`config.mk`:
```
export PLATFORM = sky130hd
export DESIGN_NAME = gtm_top
export DESIGN_NICKNAME = d
export VERILOG_FILES = /design/src/core/gtm_pkg.sv /design/src/core/gtm_top.sv
export SDC_FILE = /design/constraint.sdc
export NUM_CORES = 1
export LEC_CHECK = 0
export BUFFER_PORTS_ARGS = -buffer_cell sky130_fd_sc_hd__buf_2
export CAP_MARGIN = 15
export CORE_AREA = 5 5 115 117
export DETAILED_ROUTE_END_ITERATION = 12
export DIE_AREA = 0 0 120 122
export GPL_ROUTABILITY_DRIVEN = 0
export GPL_TIMING_DRIVEN = 1
export PLACE_DENSITY_LB_ADDON = 0.1
export SLEW_MARGIN = 20
export SYNTH_ARGS = -nofsm -noshare
export SYNTH_HDL_FRONTEND = slang
export SYNTH_SLANG_ARGS = --single-unit
```
`constraint.sdc`:
```
create_clock -name aclk -period 2.2 [get_ports aclk]
set_input_delay 0.44 -clock aclk [delete_from_list [all_inputs] [get_ports aclk]]
set_output_delay 0.44 -clock aclk [all_outputs]
set_load 0.005 [all_outputs]
```
`src/core/gtm_pkg.sv`:
```
// package for the gated timer with period-match companion
`default_nettype none
package gtm_pkg;
  localparam int unsigned AXI_AW = 8;
  // register byte offsets
  localparam logic [7:0] OFS_COUNT_LOW     = 8'h00;
  localparam logic [7:0] OFS_COUNT_HIGH    = 8'h04;
  localparam logic [7:0] OFS_GATE_CONTROL  = 8'h08;
  localparam logic [7:0] OFS_TIMER_CONTROL = 8'h0c;
  localparam logic [7:0] OFS_SHORT_COUNT   = 8'h10;
  localparam logic [7:0] OFS_PERIOD        = 8'h14;
  localparam logic [7:0] OFS_SHORT_CONTROL = 8'h18;
  localparam logic [7:0] OFS_FLAGS         = 8'h1c;
  localparam logic [7:0] OFS_IRQ_ENABLE    = 8'h20;
  localparam logic [7:0] OFS_TRIGGER       = 8'h24;
  // gate control fields
  localparam int unsigned GC_SEL_LSB   = 0;
  localparam int unsigned GC_VAL       = 2;
  localparam int unsigned GC_GO        = 3;
  localparam int unsigned GC_SPM       = 4;
  localparam int unsigned GC_TM        = 5;
  localparam int unsigned GC_POL       = 6;
  localparam int unsigned GC_GE        = 7;
  // timer control fields
  localparam int unsigned TC_ON        = 0;
  // short timer control fields
  localparam int unsigned SC_PS_LSB    = 0;
  localparam int unsigned SC_ON        = 2;
  localparam int unsigned SC_POST_LSB  = 3;
  // flag / enable bit positions
  localparam int unsigned FL_OVF       = 0;
  localparam int unsigned FL_GATE      = 1;
  localparam int unsigned FL_SHORT     = 2;
  // trigger register fields
  localparam int unsigned TR_MODE_LSB  = 0;
  localparam int unsigned TR_ASYNC     = 4;
  localparam logic [3:0] SPECIAL_EVENT_MODE = 4'hb;
  // gate source codes
  localparam logic [1:0] SRC_PIN   = 2'h0;
  localparam logic [1:0] SRC_MATCH = 2'h1;
  localparam logic [1:0] SRC_CMP1  = 2'h2;
  localparam logic [1:0] SRC_CMP2  = 2'h3;
  // reset values and counter maximum
  localparam logic [7:0]  RST_PERIOD = 8'hff;
  localparam logic [7:0]  RST_CTRL   = 8'h00;
  localparam logic [15:0] RST_COUNT  = 16'h0000;
  localparam logic [15:0] COUNT_MAX  = 16'hffff;
  // instruction clock is a quarter of the system clock
  localparam int unsigned INSTR_DIV  = 4;
  localparam logic [1:0] AXI_OKAY   = 2'h0;
  localparam logic [1:0] AXI_SLVERR = 2'h2;
endpackage : gtm_pkg
`default_nettype wire

```
`src/core/gtm_top.sv`:
```
// gated 16-bit timer with 8-bit period-match companion, axi4-lite slave
//
// Design decisions made here: the placing of the registers and the AXI4-Lite register port.
`timescale 1ns/1ps
`default_nettype none
module gtm_top
  import gtm_pkg::*;
(
  input  wire logic                aclk,
  input  wire logic                aresetn,
  input  wire logic [AXI_AW-1:0]   s_axi_awaddr,
  input  wire logic [2:0]          s_axi_awprot,
  input  wire logic                s_axi_awvalid,
  output var  logic                s_axi_awready,
  input  wire logic [31:0]         s_axi_wdata,
  input  wire logic [3:0]          s_axi_wstrb,
  input  wire logic                s_axi_wvalid,
  output var  logic                s_axi_wready,
  output var  logic [1:0]          s_axi_bresp,
  output var  logic                s_axi_bvalid,
  input  wire logic                s_axi_bready,
  input  wire logic [AXI_AW-1:0]   s_axi_araddr,
  input  wire logic [2:0]          s_axi_arprot,
  input  wire logic                s_axi_arvalid,
  output var  logic                s_axi_arready,
  output var  logic [31:0]         s_axi_rdata,
  output var  logic [1:0]          s_axi_rresp,
  output var  logic                s_axi_rvalid,
  input  wire logic                s_axi_rready,
  input  wire logic                gate_input_pin,
  input  wire logic                cmp1_out,
  input  wire logic                cmp2_out,
  input  wire logic                compare_trigger,
  output var  logic                overflow_irq,
  output var  logic                gate_event_irq,
  output var  logic                short_timer_irq
);
  import gtm_pkg::*;

  // ---------------- axi4-lite slave ----------------
  logic [AXI_AW-1:0] awaddr_q;
  logic              aw_have_q, w_have_q;
  logic [31:0]       wdata_q;
  logic [3:0]        wstrb_q;
  logic              wr_fire, rd_fire;
  logic [31:0]       rd_val;
  logic              rd_ok;

  function automatic logic known_ofs(input logic [AXI_AW-1:0] a);
    case (a)
      OFS_COUNT_LOW, OFS_COUNT_HIGH, OFS_GATE_CONTROL, OFS_TIMER_CONTROL,
      OFS_SHORT_COUNT, OFS_PERIOD, OFS_SHORT_CONTROL, OFS_FLAGS,
      OFS_IRQ_ENABLE, OFS_TRIGGER: known_ofs = 1'b1;
      default: known_ofs = 1'b0;
    endcase
  endfunction : known_ofs

  // write to a register: address hit and low byte lane enabled
  function automatic logic wr_hit(input logic [AXI_AW-1:0] a, input logic [7:0] ofs,
                                  input logic fire, input logic [3:0] strb);
    wr_hit = fire && (a == ofs) && strb[0];
  endfunction : wr_hit

  assign wr_fire = aw_have_q && w_have_q && !s_axi_bvalid;
  assign rd_fire = s_axi_arvalid && s_axi_arready;

  always_ff @(posedge aclk) begin
    if (!aresetn) begin
      aw_have_q     <= 1'b0;
      awaddr_q      <= '0;
      s_axi_awready <= 1'b1;
    end else if (s_axi_awvalid && s_axi_awready) begin
      aw_have_q     <= 1'b1;
      awaddr_q      <= s_axi_awaddr;
      s_axi_awready <= 1'b0;
    end else if (wr_fire) begin
      aw_have_q     <= 1'b0;
    end else if (!aw_have_q && !s_axi_bvalid) begin
      s_axi_awready <= 1'b1;
    end
  end

  always_ff @(posedge aclk) begin
    if (!aresetn) begin
      w_have_q     <= 1'b0;
      wdata_q      <= '0;
      wstrb_q      <= '0;
      s_axi_wready <= 1'b1;
    end else if (s_axi_wvalid && s_axi_wready) begin
      w_have_q     <= 1'b1;
      wdata_q      <= s_axi_wdata;
      wstrb_q      <= s_axi_wstrb;
      s_axi_wready <= 1'b0;
    end else if (wr_fire) begin
      w_have_q     <= 1'b0;
    end else if (!w_have_q && !s_axi_bvalid) begin
      s_axi_wready <= 1'b1;
    end
  end

  always_ff @(posedge aclk) begin
    if (!aresetn) begin
      s_axi_bvalid <= 1'b0;
      s_axi_bresp  <= AXI_OKAY;
    end else if (wr_fire) begin
      s_axi_bvalid <= 1'b1;
      s_axi_bresp  <= known_ofs(awaddr_q) ? AXI_OKAY : AXI_SLVERR;
    end else if (s_axi_bready) begin
      s_axi_bvalid <= 1'b0;
    end
  end

  always_ff @(posedge aclk) begin
    if (!aresetn) begin
      s_axi_arready <= 1'b1;
      s_axi_rvalid  <= 1'b0;
      s_axi_rdata   <= '0;
      s_axi_rresp   <= AXI_OKAY;
    end else if (rd_fire) begin
      s_axi_arready <= 1'b0;
      s_axi_rvalid  <= 1'b1;
      s_axi_rdata   <= rd_val;
      s_axi_rresp   <= rd_ok ? AXI_OKAY : AXI_SLVERR;
    end else if (s_axi_rvalid && s_axi_rready) begin
      s_axi_rvalid  <= 1'b0;
      s_axi_arready <= 1'b1;
    end
  end

  // ---------------- register state ----------------
  logic [15:0] count_q;
  logic [7:0]  gate_ctrl_q;     // bit GC_VAL unused; live value muxed on read
  logic        timer_on_q;
  logic [7:0]  short_count_q, period_q;
  logic [6:0]  short_ctrl_q;
  logic [2:0]  flags_q, irq_en_q;
  logic [4:0]  trig_cfg_q;
  logic        go_done_q;

  wire w_cnt_lo = wr_hit(awaddr_q, OFS_COUNT_LOW, wr_fire, wstrb_q);
  wire w_cnt_hi = wr_hit(awaddr_q, OFS_COUNT_HIGH, wr_fire, wstrb_q);
  wire w_gctl   = wr_hit(awaddr_q, OFS_GATE_CONTROL, wr_fire, wstrb_q);
  wire w_sc     = wr_hit(awaddr_q, OFS_SHORT_COUNT, wr_fire, wstrb_q);
  wire w_sctl   = wr_hit(awaddr_q, OFS_SHORT_CONTROL, wr_fire, wstrb_q);
  wire w_flags  = wr_hit(awaddr_q, OFS_FLAGS, wr_fire, wstrb_q);

  always_ff @(posedge aclk) begin
    if (!aresetn) begin
      gate_ctrl_q  <= RST_CTRL;
      timer_on_q   <= 1'b0;
      period_q     <= RST_PERIOD;
      short_ctrl_q <= '0;
      irq_en_q     <= '0;
      trig_cfg_q   <= '0;
    end else if (wr_fire && wstrb_q[0]) begin
      case (awaddr_q)
        OFS_GATE_CONTROL:  gate_ctrl_q  <= wdata_q[7:0];
        OFS_TIMER_CONTROL: timer_on_q   <= wdata_q[TC_ON];
        OFS_PERIOD:        period_q     <= wdata_q[7:0];
        OFS_SHORT_CONTROL: short_ctrl_q <= wdata_q[6:0];
        OFS_IRQ_ENABLE:    irq_en_q     <= wdata_q[2:0];
        OFS_TRIGGER:       trig_cfg_q   <= wdata_q[4:0];
        default: ;
      endcase
    end
  end

  // ---------------- gate and trigger input synchronisers ----------------
  logic [2:0] pin_s_q, c1_s_q, c2_s_q, trg_s_q;
  logic       pin_lvl_q, c1_lvl_q, c2_lvl_q, trg_lvl_q;
  always_ff @(posedge aclk) begin
    if (!aresetn) begin
      pin_s_q <= '0;
      c1_s_q  <= '0;
      c2_s_q  <= '0;
      trg_s_q <= '0;
    end else begin
      pin_s_q <= {pin_s_q[1:0], gate_input_pin};
      c1_s_q  <= {c1_s_q[1:0], cmp1_out};
      c2_s_q  <= {c2_s_q[1:0], cmp2_out};
      trg_s_q <= {trg_s_q[1:0], compare_trigger};
    end
  end
  // a level is accepted only when stages two and three agree
  always_ff @(posedge aclk) begin
    if (!aresetn) begin
      pin_lvl_q <= 1'b0;
      c1_lvl_q  <= 1'b0;
      c2_lvl_q  <= 1'b0;
      trg_lvl_q <= 1'b0;
    end else begin
      if (pin_s_q[1] == pin_s_q[2]) pin_lvl_q <= pin_s_q[2];
      if (c1_s_q[1] == c1_s_q[2])   c1_lvl_q  <= c1_s_q[2];
      if (c2_s_q[1] == c2_s_q[2])   c2_lvl_q  <= c2_s_q[2];
      if (trg_s_q[1] == trg_s_q[2]) trg_lvl_q <= trg_s_q[2];
    end
  end

  // ---------------- short period-match timer ----------------
  logic [1:0] instr_q;
  logic [3:0] pre_q, post_q;
  logic       match_pulse_q;
  wire        instr_tick = (instr_q == 2'(INSTR_DIV - 1));
  wire        short_on   = short_ctrl_q[SC_ON];
  logic [3:0] pre_lim;
  always_comb begin
    case (short_ctrl_q[SC_PS_LSB +: 2])
      2'h0:    pre_lim = 4'h0;
      2'h1:    pre_lim = 4'h3;
      default: pre_lim = 4'hf;
    endcase
  end
  wire pre_tick   = short_on && instr_tick && (pre_q == pre_lim);
  wire short_wrap = pre_tick && (short_count_q == period_q);
  wire post_tick  = short_wrap && (post_q == short_ctrl_q[SC_POST_LSB +: 4]);

  always_ff @(posedge aclk) begin
    if (!aresetn) instr_q <= '0;
    else          instr_q <= instr_q + 2'h1;
  end

  always_ff @(posedge aclk) begin
    if (!aresetn || w_sc || w_sctl) begin
      pre_q  <= '0;
      post_q <= '0;
    end else begin
      if (short_on && instr_tick) pre_q <= pre_tick ? 4'h0 : pre_q + 4'h1;
      if (short_wrap) post_q <= post_tick ? 4'h0 : post_q + 4'h1;
    end
  end

  // a control write leaves the count alone
  always_ff @(posedge aclk) begin
    if (!aresetn)        short_count_q <= '0;
    else if (w_sc)       short_count_q <= wdata_q[7:0];
    else if (short_wrap) short_count_q <= 8'h00;
    else if (pre_tick)   short_count_q <= short_count_q + 8'h01;
  end

  always_ff @(posedge aclk) begin
    if (!aresetn) match_pulse_q <= 1'b0;
    else          match_pulse_q <= short_wrap;
  end

  // ---------------- gate path ----------------
  logic raw_src, pol_src;
  always_comb begin
    case (gate_ctrl_q[GC_SEL_LSB +: 2])
      SRC_PIN:   raw_src = pin_lvl_q;
      SRC_MATCH: raw_src = match_pulse_q;
      SRC_CMP1:  raw_src = c1_lvl_q;
      SRC_CMP2:  raw_src = c2_lvl_q;
      default:   raw_src = 1'b0;
    endcase
    pol_src = gate_ctrl_q[GC_POL] ? raw_src : !raw_src;
  end

  logic pol_prev_q, tog_q, tm_out, tm_prev_q, gate_val_q, gval_prev_q;
  always_ff @(posedge aclk) begin
    if (!aresetn) pol_prev_q <= 1'b0;
    else          pol_prev_q <= pol_src;
  end

  always_ff @(posedge aclk) begin
    if (!aresetn || !gate_ctrl_q[GC_TM]) tog_q <= 1'b0;
    else if (pol_src && !pol_prev_q)     tog_q <= !tog_q;
  end
  assign tm_out = gate_ctrl_q[GC_TM] ? tog_q : pol_src;

  always_ff @(posedge aclk) begin
    if (!aresetn) tm_prev_q <= 1'b0;
    else          tm_prev_q <= tm_out;
  end
  wire tm_rise = tm_out && !tm_prev_q;
  wire tm_fall = !tm_out && tm_prev_q;

  // single pulse: go/done arms, the pulse window opens on the rising edge
  logic sp_open_q;
  always_ff @(posedge aclk) begin
    if (!aresetn || !gate_ctrl_q[GC_SPM])     sp_open_q <= 1'b0;
    else if (go_done_q && tm_rise)            sp_open_q <= 1'b1;
    else if (tm_fall)                         sp_open_q <= 1'b0;
  end

  // software sets go/done only while single pulse mode is enabled
  always_ff @(posedge aclk) begin
    if (!aresetn)                                          go_done_q <= 1'b0;
    else if (w_gctl && !wdata_q[GC_SPM])                   go_done_q <= 1'b0;
    else if (!gate_ctrl_q[GC_SPM])                         go_done_q <= 1'b0;
    else if (w_gctl)                                       go_done_q <= wdata_q[GC_GO];
    else if (sp_open_q && tm_fall)                         go_done_q <= 1'b0;
  end

  wire gate_level = gate_ctrl_q[GC_SPM] ? (sp_open_q && tm_out) : tm_out;

  always_ff @(posedge aclk) begin
    if (!aresetn) begin
      gate_val_q  <= 1'b0;
      gval_prev_q <= 1'b0;
    end else begin
      gate_val_q  <= gate_level;
      gval_prev_q <= gate_val_q;
    end
  end

  // ---------------- 16-bit counter ----------------
  wire count_en  = timer_on_q && (!gate_ctrl_q[GC_GE] || gate_val_q);
  wire trg_hit   = (trig_cfg_q[TR_MODE_LSB +: 4] == SPECIAL_EVENT_MODE)
                   && !trig_cfg_q[TR_ASYNC] && trg_lvl_q;
  wire wrap      = count_en && (count_q == COUNT_MAX);

  always_ff @(posedge aclk) begin
    if (!aresetn)      count_q <= RST_COUNT;
    else if (w_cnt_lo) count_q <= {count_q[15:8], wdata_q[7:0]};
    else if (w_cnt_hi) count_q <= {wdata_q[7:0], count_q[7:0]};
    else if (trg_hit)  count_q <= RST_COUNT;
    else if (count_en) count_q <= count_q + 16'h0001;
  end

  // set wins over a coincident software clear
  wire [2:0] set_ev = {post_tick,
                       gval_prev_q && !gate_val_q,
                       wrap && !w_cnt_lo && !w_cnt_hi && !trg_hit};
  always_ff @(posedge aclk) begin
    if (!aresetn)     flags_q <= '0;
    else if (w_flags) flags_q <= (flags_q & ~wdata_q[2:0]) | set_ev;
    else              flags_q <= flags_q | set_ev;
  end

  always_ff @(posedge aclk) begin
    if (!aresetn) begin
      overflow_irq    <= 1'b0;
      gate_event_irq  <= 1'b0;
      short_timer_irq <= 1'b0;
    end else begin
      overflow_irq    <= flags_q[FL_OVF] && irq_en_q[FL_OVF];
      gate_event_irq  <= flags_q[FL_GATE] && irq_en_q[FL_GATE];
      short_timer_irq <= flags_q[FL_SHORT] && irq_en_q[FL_SHORT];
    end
  end

  // ---------------- read mux ----------------
  always_comb begin
    rd_val = '0;
    rd_ok  = 1'b1;
    case (s_axi_araddr)
      OFS_COUNT_LOW:     rd_val[7:0] = count_q[7:0];
      OFS_COUNT_HIGH:    rd_val[7:0] = count_q[15:8];
      OFS_GATE_CONTROL:  rd_val[7:0] = {gate_ctrl_q[7:4], go_done_q, gate_val_q, gate_ctrl_q[1:0]};
      OFS_TIMER_CONTROL: rd_val[TC_ON] = timer_on_q;
      OFS_SHORT_COUNT:   rd_val[7:0] = short_count_q;
      OFS_PERIOD:        rd_val[7:0] = period_q;
      OFS_SHORT_CONTROL: rd_val[6:0] = short_ctrl_q;
      OFS_FLAGS:         rd_val[2:0] = flags_q;
      OFS_IRQ_ENABLE:    rd_val[2:0] = irq_en_q;
      OFS_TRIGGER:       rd_val[4:0] = trig_cfg_q;
      default:           rd_ok = 1'b0;
    endcase
  end
endmodule : gtm_top
`default_nettype wire

```
==> summary.txt <==
CTS
  • CTS tree: done
  • Max H-tree Level: 4
  • Clk_lat worst skew: 0.42 ns
  • Root buf cell: clkbuf_16
  • Clk pin slew, worst setup/hold paths: 0.06 ns
  • CTS buffer count: 17
  • Num Clock Sinks: ~130
  • CTS Buffer Depth: 2

STA
  • Relative slew margins: 0.524
  • RSZ-0062 raised after global routing: false
  • Setup violators final: 0
  • Fin. Hold Viols: 0
  • Clk_skew: around 0.013 ns
  • Fin. max-slew vios: 0
  • Setup_tns: 0 ns
  • Period utilization: 0.898
  • Tightest Pin Transition: 0.704 ns
  • Final Critical Period: a little under 2 ns
  • Worst setup margin: around 0.22 ns
  • Fmax: 0.506 GHz

Worst setup path
  • Reg2reg start: s_axi_bvalid
  • Bufs and invs on worst path: 1
  • Flop2flop setup slack: 0.22 ns
  • CP startpoint: s_axi_bvalid
  • Startpoint Class: flip-flop
  • Worst path required time: about 2.5 ns
  • Crit path max-delay family: simple AND/OR/NAND/NOR gates
  • Worst-path cell chain: and3b_1 -> nand4_1 -> mux2i_1 -> buf_4 -> a21oi_1 -> o32ai_1
  • Worst path slowest cell: dfxtp_1
  • Worst Path Max Fanout: 8
  • Worst setup EP type: flip-flop
  • CP arrival: between 2 and 2.5 ns
  • Setup CP Type: flip-flop to flip-flop
  • Worst path max stage delay: 0.36 ns

Logic synthesis
  • Post-synthesis compound-gate area fraction: 0.185
  • Largest family of logic cells by synthesized area: simple AND/OR/NAND/NOR gates
  • Synth cell types: 74
  • XOR/XNOR Fraction of Synth Area: 0.0261
  • Post-synth EDFFs: 0
  • Gate Count Post-Synth: approximately 770
  • Post-Syn Area per Cell: roughly 8.3 sq um
  • Mapped cell area: about 6400 sq um
  • Seq/Total Area, Yosys: 0.402
  • Mux share of post-synthesis cell area: 0.0676
  • Asr flop ratio synth: 0
  • Yosys warnings: 0
  • Main synth FF type: dfxtp_1
  • Post-synthesis simple-gate area fraction: 0.242
  • Post-Synth Adder-Cell Area: 0.00983
  • Flops & latches, synth: roughly 130

Pwr
  • P_sw: ~1.3 mW
  • Power density over the cells: around 770 nW/um^2
  • Cell-internal power: approximately 4.4 mW
  • LEAKAGE: between 2 and 3 nW
  • Worst VDD drop: approximately 0.00066 V
  • Switching share of power: 0.234
  • Sequential group share of total power: 0.433
  • Logic pwr share: 0.060
  • Clock power share: 0.507

Placed design
  • Dpl ws: 0.132 ns
  • Dpl hpwl: roughly 13,000 microns
  • Placed cells: roughly 950
  • PortBufs: 53

Floorplan
  • Die H: ~120 microns
  • Row count: 41
  • Boundary Pins: around 110
  • Initial Util: 0.519
  • Die width: roughly 120 microns
  • Core ar.: roughly 12,000 sq um
  • Die Area: 14,600 sq um

Route
  • Initial DRC count: between 400 and 500
  • Drt pass-1 iters: 5
  • Via count: roughly 5,800
  • DRT antenna net count: 0
  • Final wirelength: between 15,000 and 20,000 microns
  • Post-route DRC: 0
  • Avg WL per Cell: 18.2 microns
  • Vias per inst: ~6

Finish
  • Fillers: between 1,000 and 1,500
  • Final Util: 0.600
  • # nets final: between 800 and 900
  • Layout Cells excl Fill: 979
  • Layout cells sized above 1: 0.156
  • Leading cell type in the layout, fill and taps excluded: dfxtp_1
  • Most frequent cells in the layout: dfxtp_1, nand2_1, a21oi_1
  • Ant. Diodes: 0
  • Synth-to-layout area growth: 15.6%

Global route
  • Global route total overflow: 0
  • Tot GR Track Use: 0.248
  • First-pass GRT wire length: 28,600 microns
  • Vias in the first global route: 5,489
  • Initial antenna violation count: 1
  • Largest net degree at the start of global routing: just under 50

Min path
  • Worst Hold Class: input port to flip-flop
  • Hold Path Origin: cmp1_out

Run
  • Max_cap viols: 0

Outcome
  • Status: complete, no violations
-- flip-flops by register name, summed over array words and instances, names as in the netlist, 2 cells and up --
| signal | flops |
|---|---|
| wdata_q | 8 |
| pre_q | 4 |
| instr_q | 2 |
| short_ctrl_q | 7 |
| c2_s_q | 3 |
| trig_cfg_q | 5 |
| c1_s_q | 3 |
| count_q | 16 |
| irq_en_q | 3 |
| pin_s_q | 3 |
| period_q | 8 |
| flags_q | 3 |
| trg_s_q | 3 |
| gate_ctrl_q | 6 |
| s_axi_rdata | 8 |
| awaddr_q | 8 |
| short_count_q | 8 |
| post_q | 4 |
-- layer usage --
layer	routed length [microns]	up-vias	track usage
met4	439	2	0.0859
li1	-	2821	-
met1	7790	2726	0.328
met3	1250	39	0.0659
met2	8290	226	0.394
met5	14	-	0
-- final timing paths --
check                     end  depth (start not counted)
hold / removal      c1_s_q[0]                          2
setup / recovery  count_q[10]                          6
hold reg to reg    instr_q[0]                          1
setup reg to reg  count_q[10]                          6
-- power by group through the flow --
stage               clock network (mW)  registers [mW]  logic, mW
global route                      3.01            2.47      0.381
CTS                               2.94            2.46      0.338
detailed placement                   0            2.51      0.337
global placement                     0            2.50      0.330
finish                            2.88            2.46      0.342
floorplan                            0            2.46      0.270
-- cells in the mapped netlist, types with 11 or more instances --
cell type	instances	area [sq um]
dfxtp_1	128	2560
nand2_1	111	417
a21oi_1	66	330
nor2_1	50	188
clkbuf_1	38	143
mux2i_1	34	340
nand3_1	33	165
buf_4	26	195
o21ai_0	25	125
and2_1	19	119
nor3_1	16	80.1
o21ai_1	16	80.1
xor2_1	13	114
inv_1	11	41.3
-- metrics by stage --
stage                     total power [mW]  hold WS [ns]  instance area (sq um)
after global placement                2.83         0.410                   6740
after global routing                  5.86         0.230                   7360
final                                 5.68         0.235                   7360
after CTS                             5.73         0.215                   7360
after detailed placement              2.84         0.417                   6740
after floorplan                       2.73         0.399                   6460
-- repair_timing --
action                     CTS  global route
buffers inserted             0             0
setup endpoints to repair    0             1
gates resized for setup      0             1
hold buffers                 0             0
-- cell families after synthesis --
| kind of cell | after synthesis |
|---|---|
| other | 1 |
| AOI/OAI and AO/OA | 185 |
| and+or+nand+nor | 304 |
| adders and majority gates | 5 |
| buffers and inverters | 83 |
| muxes | 40 |
| DFF | 128 |
| xor gates and xnor gates | 19 |
-- area by class of cell --
cell class              instances  area [sq um]  share of cell area
clock buffers                  19           453              0.0615
flip-flops and latches        128          2560               0.348
repair buffers                 79           473              0.0643
clock inverters                13           161              0.0219
well taps                     150           188              0.0255
multi-input cells             579          3480               0.473
inverters                      11          41.3             0.00561
No activity file was read; power rests on OpenSTA's default activity.
